--- config.mk ---
export PLATFORM = sky130hd
export DESIGN_NAME = socket_register_space_decode
export DESIGN_NICKNAME = d
export VERILOG_FILES = /design/src/socket_decode_pkg.sv /design/src/socket_register_space_decode.sv
export SDC_FILE = /design/constraint.sdc
export NUM_CORES = 1
export LEC_CHECK = 0
export BUFFER_PORTS_ARGS = -buffer_cell sky130_fd_sc_hd__clkbuf_2
export CAP_MARGIN = 0
export CORE_MARGIN = 2
export CORE_UTILIZATION = 51
export DETAILED_ROUTE_END_ITERATION = 8
export PLACE_DENSITY = 0.93
export RECOVER_POWER = 50
export SLEW_MARGIN = 10
export SYNTH_ARGS = -nofsm -noshare
export SYNTH_HDL_FRONTEND = slang
export SYNTH_SLANG_ARGS = --single-unit
--- constraint.sdc ---
create_clock -name clk_sys -period 2.1 [get_ports clk_sys]
set_input_delay 0.21 -clock clk_sys [delete_from_list [all_inputs] [get_ports clk_sys]]
set_output_delay 0.21 -clock clk_sys [all_outputs]
set_load 0.01 [all_outputs]
--- src/socket_decode_pkg.sv ---
// Constants and carrier types for the socket register space decoder.
// Assumes a PCI target front end on the same clock hands over decoded cycles.
package socket_decode_pkg;

  // ----------------------------------------
  // Configuration space layout
  // ----------------------------------------
  localparam logic [7:0] CFG_HDR_END = 8'h40;
  localparam logic [7:0] CFG_SOCK_END = 8'hC0;
  localparam logic [1:0] CFG_FUNC_HI = 2'h0;

  // ----------------------------------------
  // Memory window layout
  // ----------------------------------------
  localparam logic [11:0] WIN_HALF = 12'h800;
  localparam logic [11:0] CB_LOCAL_END = 12'h020;
  localparam logic [11:0] PC16_END = 12'h840;
  localparam logic [11:0] EVT_OFS = 12'h000;
  localparam logic [11:0] PRS_OFS = 12'h008;

  // ----------------------------------------
  // Legacy index/data ports
  // ----------------------------------------
  localparam logic [15:0] LEG_BASE0 = 16'h03E0;
  localparam logic [15:0] LEG_BASE1 = 16'h03E2;
  localparam int LEG_SOCK_BIT = 6;
  localparam int LEG_BAD_BIT = 7;
  localparam logic [7:0] LEG_INDEX_RST = 8'h00;

  // ----------------------------------------
  // Pin synchroniser layout and reset values
  // ----------------------------------------
  localparam int PIN_SUSP = 0;
  localparam int PIN_RST = 1;
  localparam int PIN_SIRQ = 2;
  localparam logic [2:0] PIN_RST_VAL = 3'h3;
  localparam logic [7:0] CARD_RST_VAL = 8'hF0;
  localparam int EVT_STSCHG = 0;
  localparam int EVT_WAKE = 1;
  localparam int EVT_DETECT = 2;

  typedef enum logic [1:0] {
    SP_CFG = 2'b00,
    SP_MEM = 2'b01,
    SP_IO = 2'b10
  } space_t;

  typedef enum logic [2:0] {
    RG_NONE = 3'b000,
    RG_HDR = 3'b001,
    RG_SOCKCFG = 3'b010,
    RG_CB32 = 3'b011,
    RG_PC16 = 3'b100
  } region_t;

  typedef struct packed {
    logic valid;
    space_t space;
    logic primary;
    logic write;
    logic [2:0] func;
    logic [1:0] barHit;
    logic [15:0] addr;
    logic [31:0] wdata;
    logic [3:0] be;
  } req_t;

  typedef struct packed {
    logic valid;
    region_t region;
    logic sock;
    logic [11:0] offset;
    logic write;
    logic [31:0] wdata;
    logic [3:0] be;
  } fwd_t;

  typedef struct packed {
    logic ack;
    logic [31:0] rdata;
  } rsp_t;

endpackage

--- src/socket_register_space_decode.sv ---
// Address decode for the per-socket configuration, window and legacy spaces,
// plus suspend gating of the host reset, and the interrupt mode and video select outputs.
// Assumes requests arrive on clk_sys from a PCI target front end; card and
// system pins are asynchronous and are synchronised here.
//
// Notes on behaviour
// - Each socket owns a 256-byte configuration space picked by its function.
// - Configuration offsets below 64 bytes go to the standard bridge header.
// - Configuration offsets 40h to BFh (128 bytes) go to socket-specific control logic.
// - Configuration cycles are claimed only when they come from the primary bus.
// - The block looks like one device with one secondary bus per socket.
// - A per-socket base address hit locates a 4 KB window of card registers.
// - Offsets below 20h in the lower 2 KB of the window select the 32-bit card registers.
// - Offsets 800h to 83Fh (64 bytes) in the upper 2 KB select the 16-bit card registers.
// - Card control registers latch status change and wake events and show presence.
// - In legacy mode the 16-bit registers are reached via index and data I/O ports.
// - While hardware suspend is asserted the host bus reset is ignored.
// - The video select output is low when both sockets' video enable bits are 0.
// - The serial interrupt select pin picks serialised or parallel interrupts.
// - Interrupt line nine becomes the serial line on the select pin or enable bit.
`timescale 1ns/1ps

module socket_register_space_decode (
  input wire logic clk_sys,
  input wire logic nrst,
  input wire socket_decode_pkg::req_t req,
  input wire logic legacyMode,
  input wire logic serialIrqEnable,
  input wire logic [1:0] videoPortEnable,
  input wire logic hardwareSuspendN,
  input wire logic hostBusResetN,
  input wire logic serialIrqPinSelect,
  input wire logic [1:0] cardStatusChange,
  input wire logic [1:0] remoteWake,
  input wire logic [3:0] cardDetectN,
  output socket_decode_pkg::fwd_t fwd,
  output socket_decode_pkg::rsp_t rsp,
  output logic hostResetAccepted,
  output logic serializedIrqMode,
  output logic videoPortSelectN
);

  // ----------------------------------------
  // Pin synchronisers
  // ----------------------------------------
  logic [2:0] pinSync1;
  logic [2:0] pinSync2;
  logic [7:0] cardSync1;
  logic [7:0] cardSync2;
  logic [7:0] cardPrev;

  always_ff @(posedge clk_sys or negedge nrst)
  begin
    if (!nrst)
    begin
      pinSync1 <= socket_decode_pkg::PIN_RST_VAL;
      pinSync2 <= socket_decode_pkg::PIN_RST_VAL;
      cardSync1 <= socket_decode_pkg::CARD_RST_VAL;
      cardSync2 <= socket_decode_pkg::CARD_RST_VAL;
      cardPrev <= socket_decode_pkg::CARD_RST_VAL;
    end
    else
    begin
      pinSync1 <= {serialIrqPinSelect, hostBusResetN, hardwareSuspendN};
      pinSync2 <= pinSync1;
      cardSync1 <= {cardDetectN, remoteWake, cardStatusChange};
      cardSync2 <= cardSync1;
      cardPrev <= cardSync2;
    end
  end

  // ----------------------------------------
  // Per-socket event detection
  // ----------------------------------------
  logic [1:0][2:0] newEvt;
  logic [1:0] present;

  for (genvar s = 0; s < 2; s++)
  begin : g_sock
    logic presPrev;
    assign present[s] = ~cardSync2[4 + 2 * s] & ~cardSync2[5 + 2 * s];
    assign presPrev = ~cardPrev[4 + 2 * s] & ~cardPrev[5 + 2 * s];
    // Edges of change, wake and detect
    assign newEvt[s][socket_decode_pkg::EVT_STSCHG] = cardSync2[s] & ~cardPrev[s];
    assign newEvt[s][socket_decode_pkg::EVT_WAKE] = cardSync2[2 + s] & ~cardPrev[2 + s];
    assign newEvt[s][socket_decode_pkg::EVT_DETECT] = present[s] ^ presPrev;
  end

  // ----------------------------------------
  // Decode and local registers
  // ----------------------------------------
  logic [1:0][2:0] evt;
  logic [7:0] legIndex;
  socket_decode_pkg::fwd_t next_fwd;
  socket_decode_pkg::rsp_t next_rsp;
  logic [1:0][2:0] next_evt;
  logic [7:0] next_legIndex;
  logic next_hostResetAccepted;
  logic next_serializedIrqMode;
  logic next_videoPortSelectN;

  always_comb
  begin
    logic [1:0][2:0] clr;
    logic sock;
    logic [11:0] off;
    clr = '0;
    sock = 1'b0;
    off = req.addr[11:0];
    next_fwd = '0;
    next_rsp = '0;
    next_legIndex = legIndex;
    // Host reset counts only while not suspended
    next_hostResetAccepted = ~pinSync2[socket_decode_pkg::PIN_RST]
      & pinSync2[socket_decode_pkg::PIN_SUSP];
    // Line nine serialised by pin or enable bit
    next_serializedIrqMode = pinSync2[socket_decode_pkg::PIN_SIRQ] | serialIrqEnable;
    // Low only when both enables are clear
    next_videoPortSelectN = |videoPortEnable;
    next_fwd.write = req.write;
    next_fwd.wdata = req.wdata;
    next_fwd.be = req.be;
    if (!req.valid)
    begin
      next_fwd.valid = 1'b0;
    end
    // Primary bus only, functions 0 and 1
    else if (req.space == socket_decode_pkg::SP_CFG && req.primary
      && req.func[2:1] == socket_decode_pkg::CFG_FUNC_HI)
    begin
      next_fwd.sock = req.func[0];
      next_fwd.offset = {4'h0, req.addr[7:0]};
      if (req.addr[7:0] < socket_decode_pkg::CFG_HDR_END)
      begin
        next_fwd.valid = 1'b1;
        next_fwd.region = socket_decode_pkg::RG_HDR;
      end
      else if (req.addr[7:0] < socket_decode_pkg::CFG_SOCK_END)
      begin
        next_fwd.valid = 1'b1;
        next_fwd.region = socket_decode_pkg::RG_SOCKCFG;
      end
      else
      begin
        next_rsp.ack = 1'b1;
      end
    end
    // Base address hit picks the socket
    else if (req.space == socket_decode_pkg::SP_MEM && |req.barHit)
    begin
      sock = req.barHit[1];
      next_fwd.sock = sock;
      next_fwd.offset = off;
      // Lower half is 32-bit card space
      if (off < socket_decode_pkg::WIN_HALF)
      begin
        // Sticky events, write one to clear
        if (off == socket_decode_pkg::EVT_OFS)
        begin
          next_rsp.ack = 1'b1;
          next_rsp.rdata = {29'h0000000, evt[sock]};
          if (req.write && req.be[0])
          begin
            clr[sock] = req.wdata[2:0];
          end
        end
        else if (off == socket_decode_pkg::PRS_OFS)
        begin
          next_rsp.ack = 1'b1;
          next_rsp.rdata = {31'h00000000, present[sock]};
        end
        else if (off < socket_decode_pkg::CB_LOCAL_END)
        begin
          next_fwd.valid = 1'b1;
          next_fwd.region = socket_decode_pkg::RG_CB32;
        end
        else
        begin
          next_rsp.ack = 1'b1;
        end
      end
      // Upper half is 16-bit card space
      else if (off < socket_decode_pkg::PC16_END)
      begin
        next_fwd.valid = 1'b1;
        next_fwd.region = socket_decode_pkg::RG_PC16;
      end
      else
      begin
        next_rsp.ack = 1'b1;
      end
    end
    else if (req.space == socket_decode_pkg::SP_IO && legacyMode
      && (req.addr[15:1] == socket_decode_pkg::LEG_BASE0[15:1]
      || req.addr[15:1] == socket_decode_pkg::LEG_BASE1[15:1]))
    begin
      if (!req.addr[0])
      begin
        next_rsp.ack = 1'b1;
        next_rsp.rdata = {24'h000000, legIndex};
        if (req.write && req.be[0])
        begin
          next_legIndex = req.wdata[7:0];
        end
      end
      else if (legIndex[socket_decode_pkg::LEG_BAD_BIT])
      begin
        next_rsp.ack = 1'b1;
      end
      else
      begin
        next_fwd.valid = 1'b1;
        next_fwd.region = socket_decode_pkg::RG_PC16;
        next_fwd.sock = legIndex[socket_decode_pkg::LEG_SOCK_BIT];
        next_fwd.offset = 12'(socket_decode_pkg::WIN_HALF + {6'h00, legIndex[5:0]});
      end
    end
    // Set wins over clear
    for (int s = 0; s < 2; s++)
    begin
      next_evt[s] = (evt[s] & ~clr[s]) | newEvt[s];
    end
    // Accepted host reset clears local state
    if (hostResetAccepted)
    begin
      next_evt = '0;
      next_legIndex = socket_decode_pkg::LEG_INDEX_RST;
    end
  end

  always_ff @(posedge clk_sys or negedge nrst)
  begin
    if (!nrst)
    begin
      fwd <= '0;
      rsp <= '0;
      evt <= '0;
      legIndex <= socket_decode_pkg::LEG_INDEX_RST;
      hostResetAccepted <= 1'b0;
      serializedIrqMode <= 1'b0;
      videoPortSelectN <= 1'b0;
    end
    else
    begin
      fwd <= next_fwd;
      rsp <= next_rsp;
      evt <= next_evt;
      legIndex <= next_legIndex;
      hostResetAccepted <= next_hostResetAccepted;
      serializedIrqMode <= next_serializedIrqMode;
      videoPortSelectN <= next_videoPortSelectN;
    end
  end

  // ----------------------------------------
  // Assertions
  // ----------------------------------------
  a_cfg_primary_only: assert property (@(posedge clk_sys) disable iff (!nrst)
    req.valid && req.space == socket_decode_pkg::SP_CFG && !req.primary
    |=> !fwd.valid && !rsp.ack)
    else $error("config cycle claimed from non-primary bus");

  a_cfg_header_route: assert property (@(posedge clk_sys) disable iff (!nrst)
    req.valid && req.space == socket_decode_pkg::SP_CFG && req.primary
    && req.func[2:1] == 2'h0 && req.addr[7:0] < 8'h40
    |=> fwd.valid && fwd.region == socket_decode_pkg::RG_HDR)
    else $error("header offset not routed to header");

  a_cfg_socket_route: assert property (@(posedge clk_sys) disable iff (!nrst)
    req.valid && req.space == socket_decode_pkg::SP_CFG && req.primary
    && req.func[2:1] == 2'h0 && req.addr[7:0] >= 8'h40 && req.addr[7:0] < 8'hC0
    |=> fwd.region == socket_decode_pkg::RG_SOCKCFG && fwd.sock == $past(req.func[0]))
    else $error("socket config offset misrouted");

  a_win_upper_half: assert property (@(posedge clk_sys) disable iff (!nrst)
    req.valid && req.space == socket_decode_pkg::SP_MEM && |req.barHit
    && req.addr[11:0] >= 12'h800 && req.addr[11:0] < 12'h840
    |=> fwd.valid && fwd.region == socket_decode_pkg::RG_PC16)
    else $error("upper window half not routed to 16-bit space");

  a_win_unused_zero: assert property (@(posedge clk_sys) disable iff (!nrst)
    req.valid && req.space == socket_decode_pkg::SP_MEM && |req.barHit
    && req.addr[11:0] >= 12'h020 && req.addr[11:0] < 12'h800
    |=> rsp.ack && rsp.rdata == 32'h00000000 && !fwd.valid)
    else $error("unused offset not answered with zero");

  a_suspend_gate: assert property (@(posedge clk_sys) disable iff (!nrst)
    !pinSync2[socket_decode_pkg::PIN_SUSP] |=> !hostResetAccepted)
    else $error("host reset accepted during suspend");

  a_video_select: assert property (@(posedge clk_sys) disable iff (!nrst)
    videoPortEnable == 2'h0 |=> !videoPortSelectN)
    else $error("video select not low with both enables clear");

  a_serial_mode: assert property (@(posedge clk_sys) disable iff (!nrst)
    (pinSync2[socket_decode_pkg::PIN_SIRQ] || serialIrqEnable) |=> serializedIrqMode)
    else $error("line nine not serialised");

  a_event_sticky: assert property (@(posedge clk_sys) disable iff (!nrst)
    newEvt[0][0] && !hostResetAccepted |=> evt[0][0])
    else $error("status change event lost");

endmodule // socket_register_space_decode

# Word-level counts from Yosys, hierarchy flattened
# Index checks and enable logic that the tools add are counted.
[classes]
n_addsub = 1
order_cmp = 7
n_eq_ne = 8
mux = 51
bitwise_logic = 32
n_reduce_logical = 17
[op_table]
columns = ["cell", "n"]
rows = [
  ["two-way mux 33 bit", 4],
  ["two-way mux 17 bit", 5],
  ["two-way mux 32 bit", 2],
  ["two-way mux 8 bit", 8],
  ["two-way mux 6 bit", 7],
  ["== test 15 x 9 -> 1 bit, second input constant", 2],
  ["two-way mux 4 bit", 7],
  ["< comparator 12 bit, second input constant", 2],
  ["two-way mux 16 bit", 1],
  ["two-way mux 1 bit", 13],
  ["NOT 1 bit", 13],
  ["adder 12 x 6 -> 12 bit, first input constant", 1],
  ["== test 12 x 4 -> 1 bit, second input constant", 1],
  ["logical NOT 12 bit", 1],
  ["< comparator 12 x 6 -> 1 bit, second input constant", 1],
  ["bitwise AND 1 bit", 9],
  ["two-way mux 3 bit", 3],
  ["< comparator 8 x 7 -> 1 bit, second input constant", 1],
  ["< comparator 8 bit, second input constant", 1],
  ["logical AND 1 bit", 7],
  ["bitwise AND 3 bit", 2],
  ["bitwise AND 6 bit", 1],
  ["NOT 3 bit", 2],
  ["bitwise OR 3 bit", 2],
  ["14 further kinds", 20],
]
[totals]
reg_bits = 134
in_bits = 79
output_inout_bits = 90
elab_cells = 136

# Longest topological paths before layout
[depth]
word_depth = 15
depth_mapped = 6
depth_no_buf = 6

# Least setup slack after synthesis
# No wires, ideal clock.
[synth_timing]
path_kind = "input port to flip-flop"
startpoint = "in req[42] (netlist name)"
endpoint = "reg evt[2] (netlist name)"
setup_ns = 0.120
arrival_ns = 1.618
required_time_ns = 1.980
setup_slack_ns = 0.362
cell_stages = 6
n_path_buf = 0
cell_sequence = "inv_1 > ha_1 > or4b_4 > nor4_1 > nand3_1 > o211a_1"
[synth_rtl]
columns = ["item", "line", "text"]
rows = [
  ["start, declared", "socket_register_space_decode.sv:26", "input wire socket_decode_pkg::req_t req,"],
  ["end signal, assigned", "socket_register_space_decode.sv:247", "evt <= next_evt;"],
  ["end, declared", "socket_register_space_decode.sv:92", "logic [1:0][2:0] evt;"],
]

# Final worst setup path
[layout_timing]
startpoint = "in req[57] (netlist name)"
endpoint = "reg legIndex[4]"
[layout_via]
elab_chain_len = 3
[layout_lines]
columns = ["item", "line", "text"]
rows = [
  ["logical AND 1 bit", "socket_register_space_decode.sv:201", "if (req.write && req.be[0])"],
  ["nonzero test 2 bit (no source line)", "--", ""],
  ["AND reduction 6 bit (no source line)", "--", ""],
  ["end signal, assigned", "socket_register_space_decode.sv:238", "legIndex <= socket_decode_pkg::LEG_INDEX_RST;"],
  ["end signal, assigned", "socket_register_space_decode.sv:248", "legIndex <= next_legIndex;"],
  ["end, declared", "socket_register_space_decode.sv:93", "logic [7:0] legIndex;"],
]
# No other way between the ends.
# A chain may end at the register's enable or synchronous reset.

==> qor.yml <==
vias: 3077
layout_setup_ws_ns: 0.418
hold_start: "serialIrqEnable"
rrSetupSlack_ns: 0.65
root_buffer: "clkbuf_8"
die_h_um: 93.0
dp_slack_ns: 0.0897
grt_pass1_vias: 3225
worst_setup_path_end_kind: "flip-flop"
core_area_mm2: 0.00769
p_per_area_mw_per_mm2: 724
htree_levels: 3
fill_cells: 572
finalClockSkew_ns: 0.00845
dr.pass1.iters: 4
fp.dieW_um: 93.0
rsz0062_at_grt: "false"
cp.required_ns: 2.39
grt_max_degree: 69
async_flop_share_pct: 100
path_class: "input port to flip-flop"
cp-start-kind: "input port"
worst_pin_slew_ns: 0.943
min_period_over_period_pct: 80.1
rows: 32
max_freq_mhz: 594
yosys_register_bits: 110
synth_ff_type: "dfrtp_1"
ys_warn_count: 0
ys_top_cells_by_area: "dfrtp_1 58%, dfstp_2 10%, buf_4 4.5%, nand2_1 3.3%, a21oi_1 2.4%"
cts_buffers: 9
synth_top_area_share_pct: 58.2
hpwl_mm: 6.64
clkLatencyLatePin_ns: 0.36
via_per_inst: 4.90
diodes: 0
cp-startpoint: "req[57]"
first_iter_violations: 149
run_status: "finished clean"
grt_overflow: 0
ir_drop_v: 0.000534
drive_gt1_share_pct: 35.2
hold_violations: 0
clk_path_buf_depth: 2
synth_area_leader_cell: "dfrtp_1"
num_io_pins: 169
final_antenna_net_count: 0
grt_pass1_wl_mm: 15.1
nets: 603
initial_utilization_pct: 52.6
netlist_instances: 315
avgRoutedWirePerCell_um: 15.0
fin_crit_ns: 1.68
area_growth_pct: 36.8
dieArea_mm2: 0.00865
post-cts-setup-buffers: 0
cp_data_arrival_time_ns: 1.97
wl_mm: 9.42
layout_commonest_cell: "clkbuf_2"
max_cap_viol_count: 0
port_buffers: 144
synth_edf_count: 0
synth.avg_cell_area_um2: 12.8
cts_resized: 0
reg2reg_from: "legIndex[7]"
place_congestion: 0.964
ys_seq_area_share_pct: 68.6
synth_area_mm2: 0.00404
clock-sinks: 110
grt_usage_pct: 22.8
ys_types: 45
tns_ns: 0
crit_fanout: 8
leakage_nw: 2.73
clk_pin_slew_ns: 0.10
layout_common_cells: "135 x clkbuf_2, 94 x dfrtp_1, 48 x dlygate4sd3_1"
maxSlewHeadroom_pct: 37.2
drc: 0
cts_tree: "done"
maxSlewViolCount: 0
setup_viol: 0
antenna_found_initial: 0
hold_path_class: "input port to flip-flop"
## critical path, cell delays in order
cell and delay (ns):
dlygate4sd3_1 0.54, clkbuf_2 0.11, nand2_1 0.12, nor4_4 0.70
mux2i_1 0.27
## what timing repair did
item	CTS	global route
setup endpoints to repair	0	0
hold endpoints to repair	70	0
hold buffers	48	0
## routing by layer
metal  wire (µm)  part of all wire (%)  track usage [%]
met4         268                   2.8             10.3
met3         598                   6.3             4.51
met5           0                     0                0
met1        3500                    37             25.2
met2        5050                    54             42.2
## registers in the layout (all words and copies together), names as in the netlist
register	flops
legIndex	8
rsp	9
serializedIrqMode	1
cardSync2	8
cardSync1	8
videoPortSelectN	1
hostResetAccepted	1
cardPrev	8
pinSync2	3
pinSync1	3
fwd	54
evt	6
## cell type report
cell class,count,area (µm²),area share [%]
sequential,110,2770,50.2
multi-input combinational,188,1110,20.2
timing repair buffer,200,1250,22.6
tap,102,128,2.31
clock inverter,5,66.3,1.20
clock buffer,11,151,2.74
inverter,12,45.0,0.815
## cell families (layout without fill, tap and decap cells)
| logic type | after synthesis | after routing | share of synthesized area, % |
|---|---|---|---|
| flops | 110 | 110 | 68.6 |
| buf+inv | 40 | 228 | 5.94 |
| fa+ha+maj | 3 | 3 | 0.929 |
| mux | 9 | 9 | 2.54 |
| simple gates | 112 | 112 | 15.9 |
| compound gates | 40 | 40 | 5.94 |
| other cells | 1 | 24 | 0.0928 |
## synthesized netlist by cell type (4+ instances only)
| cell | instances |
|---|---|
| dfrtp_1 | 94 |
| nand2_1 | 35 |
| buf_4 | 24 |
| a21oi_1 | 19 |
| nor2_1 | 18 |
| nand3_1 | 17 |
| dfstp_2 | 16 |
| inv_1 | 11 |
| mux2i_1 | 8 |
| and3_1 | 6 |
| o21ai_0 | 6 |
| o21a_1 | 5 |
| clkbuf_1 | 4 |
| nand2b_1 | 4 |
## path summary, 6_finish.rpt
check                                     to  depth (start not counted)
max reg2reg                          fwd[38]                          4
min reg2reg                      pinSync2[2]                          0
max in group asynchronous            fwd[12]                          3
min in group asynchronous            fwd[33]                          2
min                        serializedIrqMode                          2
max                              legIndex[4]                          5
## power breakdown
| part | total (mW) | switching, mW | internal [mW] | leakage [nW] |
|---|---|---|---|---|
| sequential | 2.25 | 0.0336 | 2.22 | 1.34 |
| clock | 1.32 | 0.694 | 0.629 | 0.108 |
| combinational | 0.428 | 0.232 | 0.196 | 1.29 |
| total | 4.00 | 0.960 | 3.04 | 2.73 |
## through the flow
step / utilization, % / cells / instance area [µm²] / hold slack, ns / power (mW)
floorplan: - / 338 / 4130 / -0.0856 / 2.46
global placement: 63.2 / 564 / 4860 / 0.125 / 2.64
detailed placement: 63.2 / 564 / 4860 / 0.132 / 2.65
CTS: 72.2 / 628 / 5550 / 0.0111 / 4.03
global route: 71.9 / 628 / 5530 / 0.0217 / 4.17
finish: 71.9 / 628 / 5530 / 0.0377 / 4.00
Note: power is estimated with default switching activity, not from simulation.
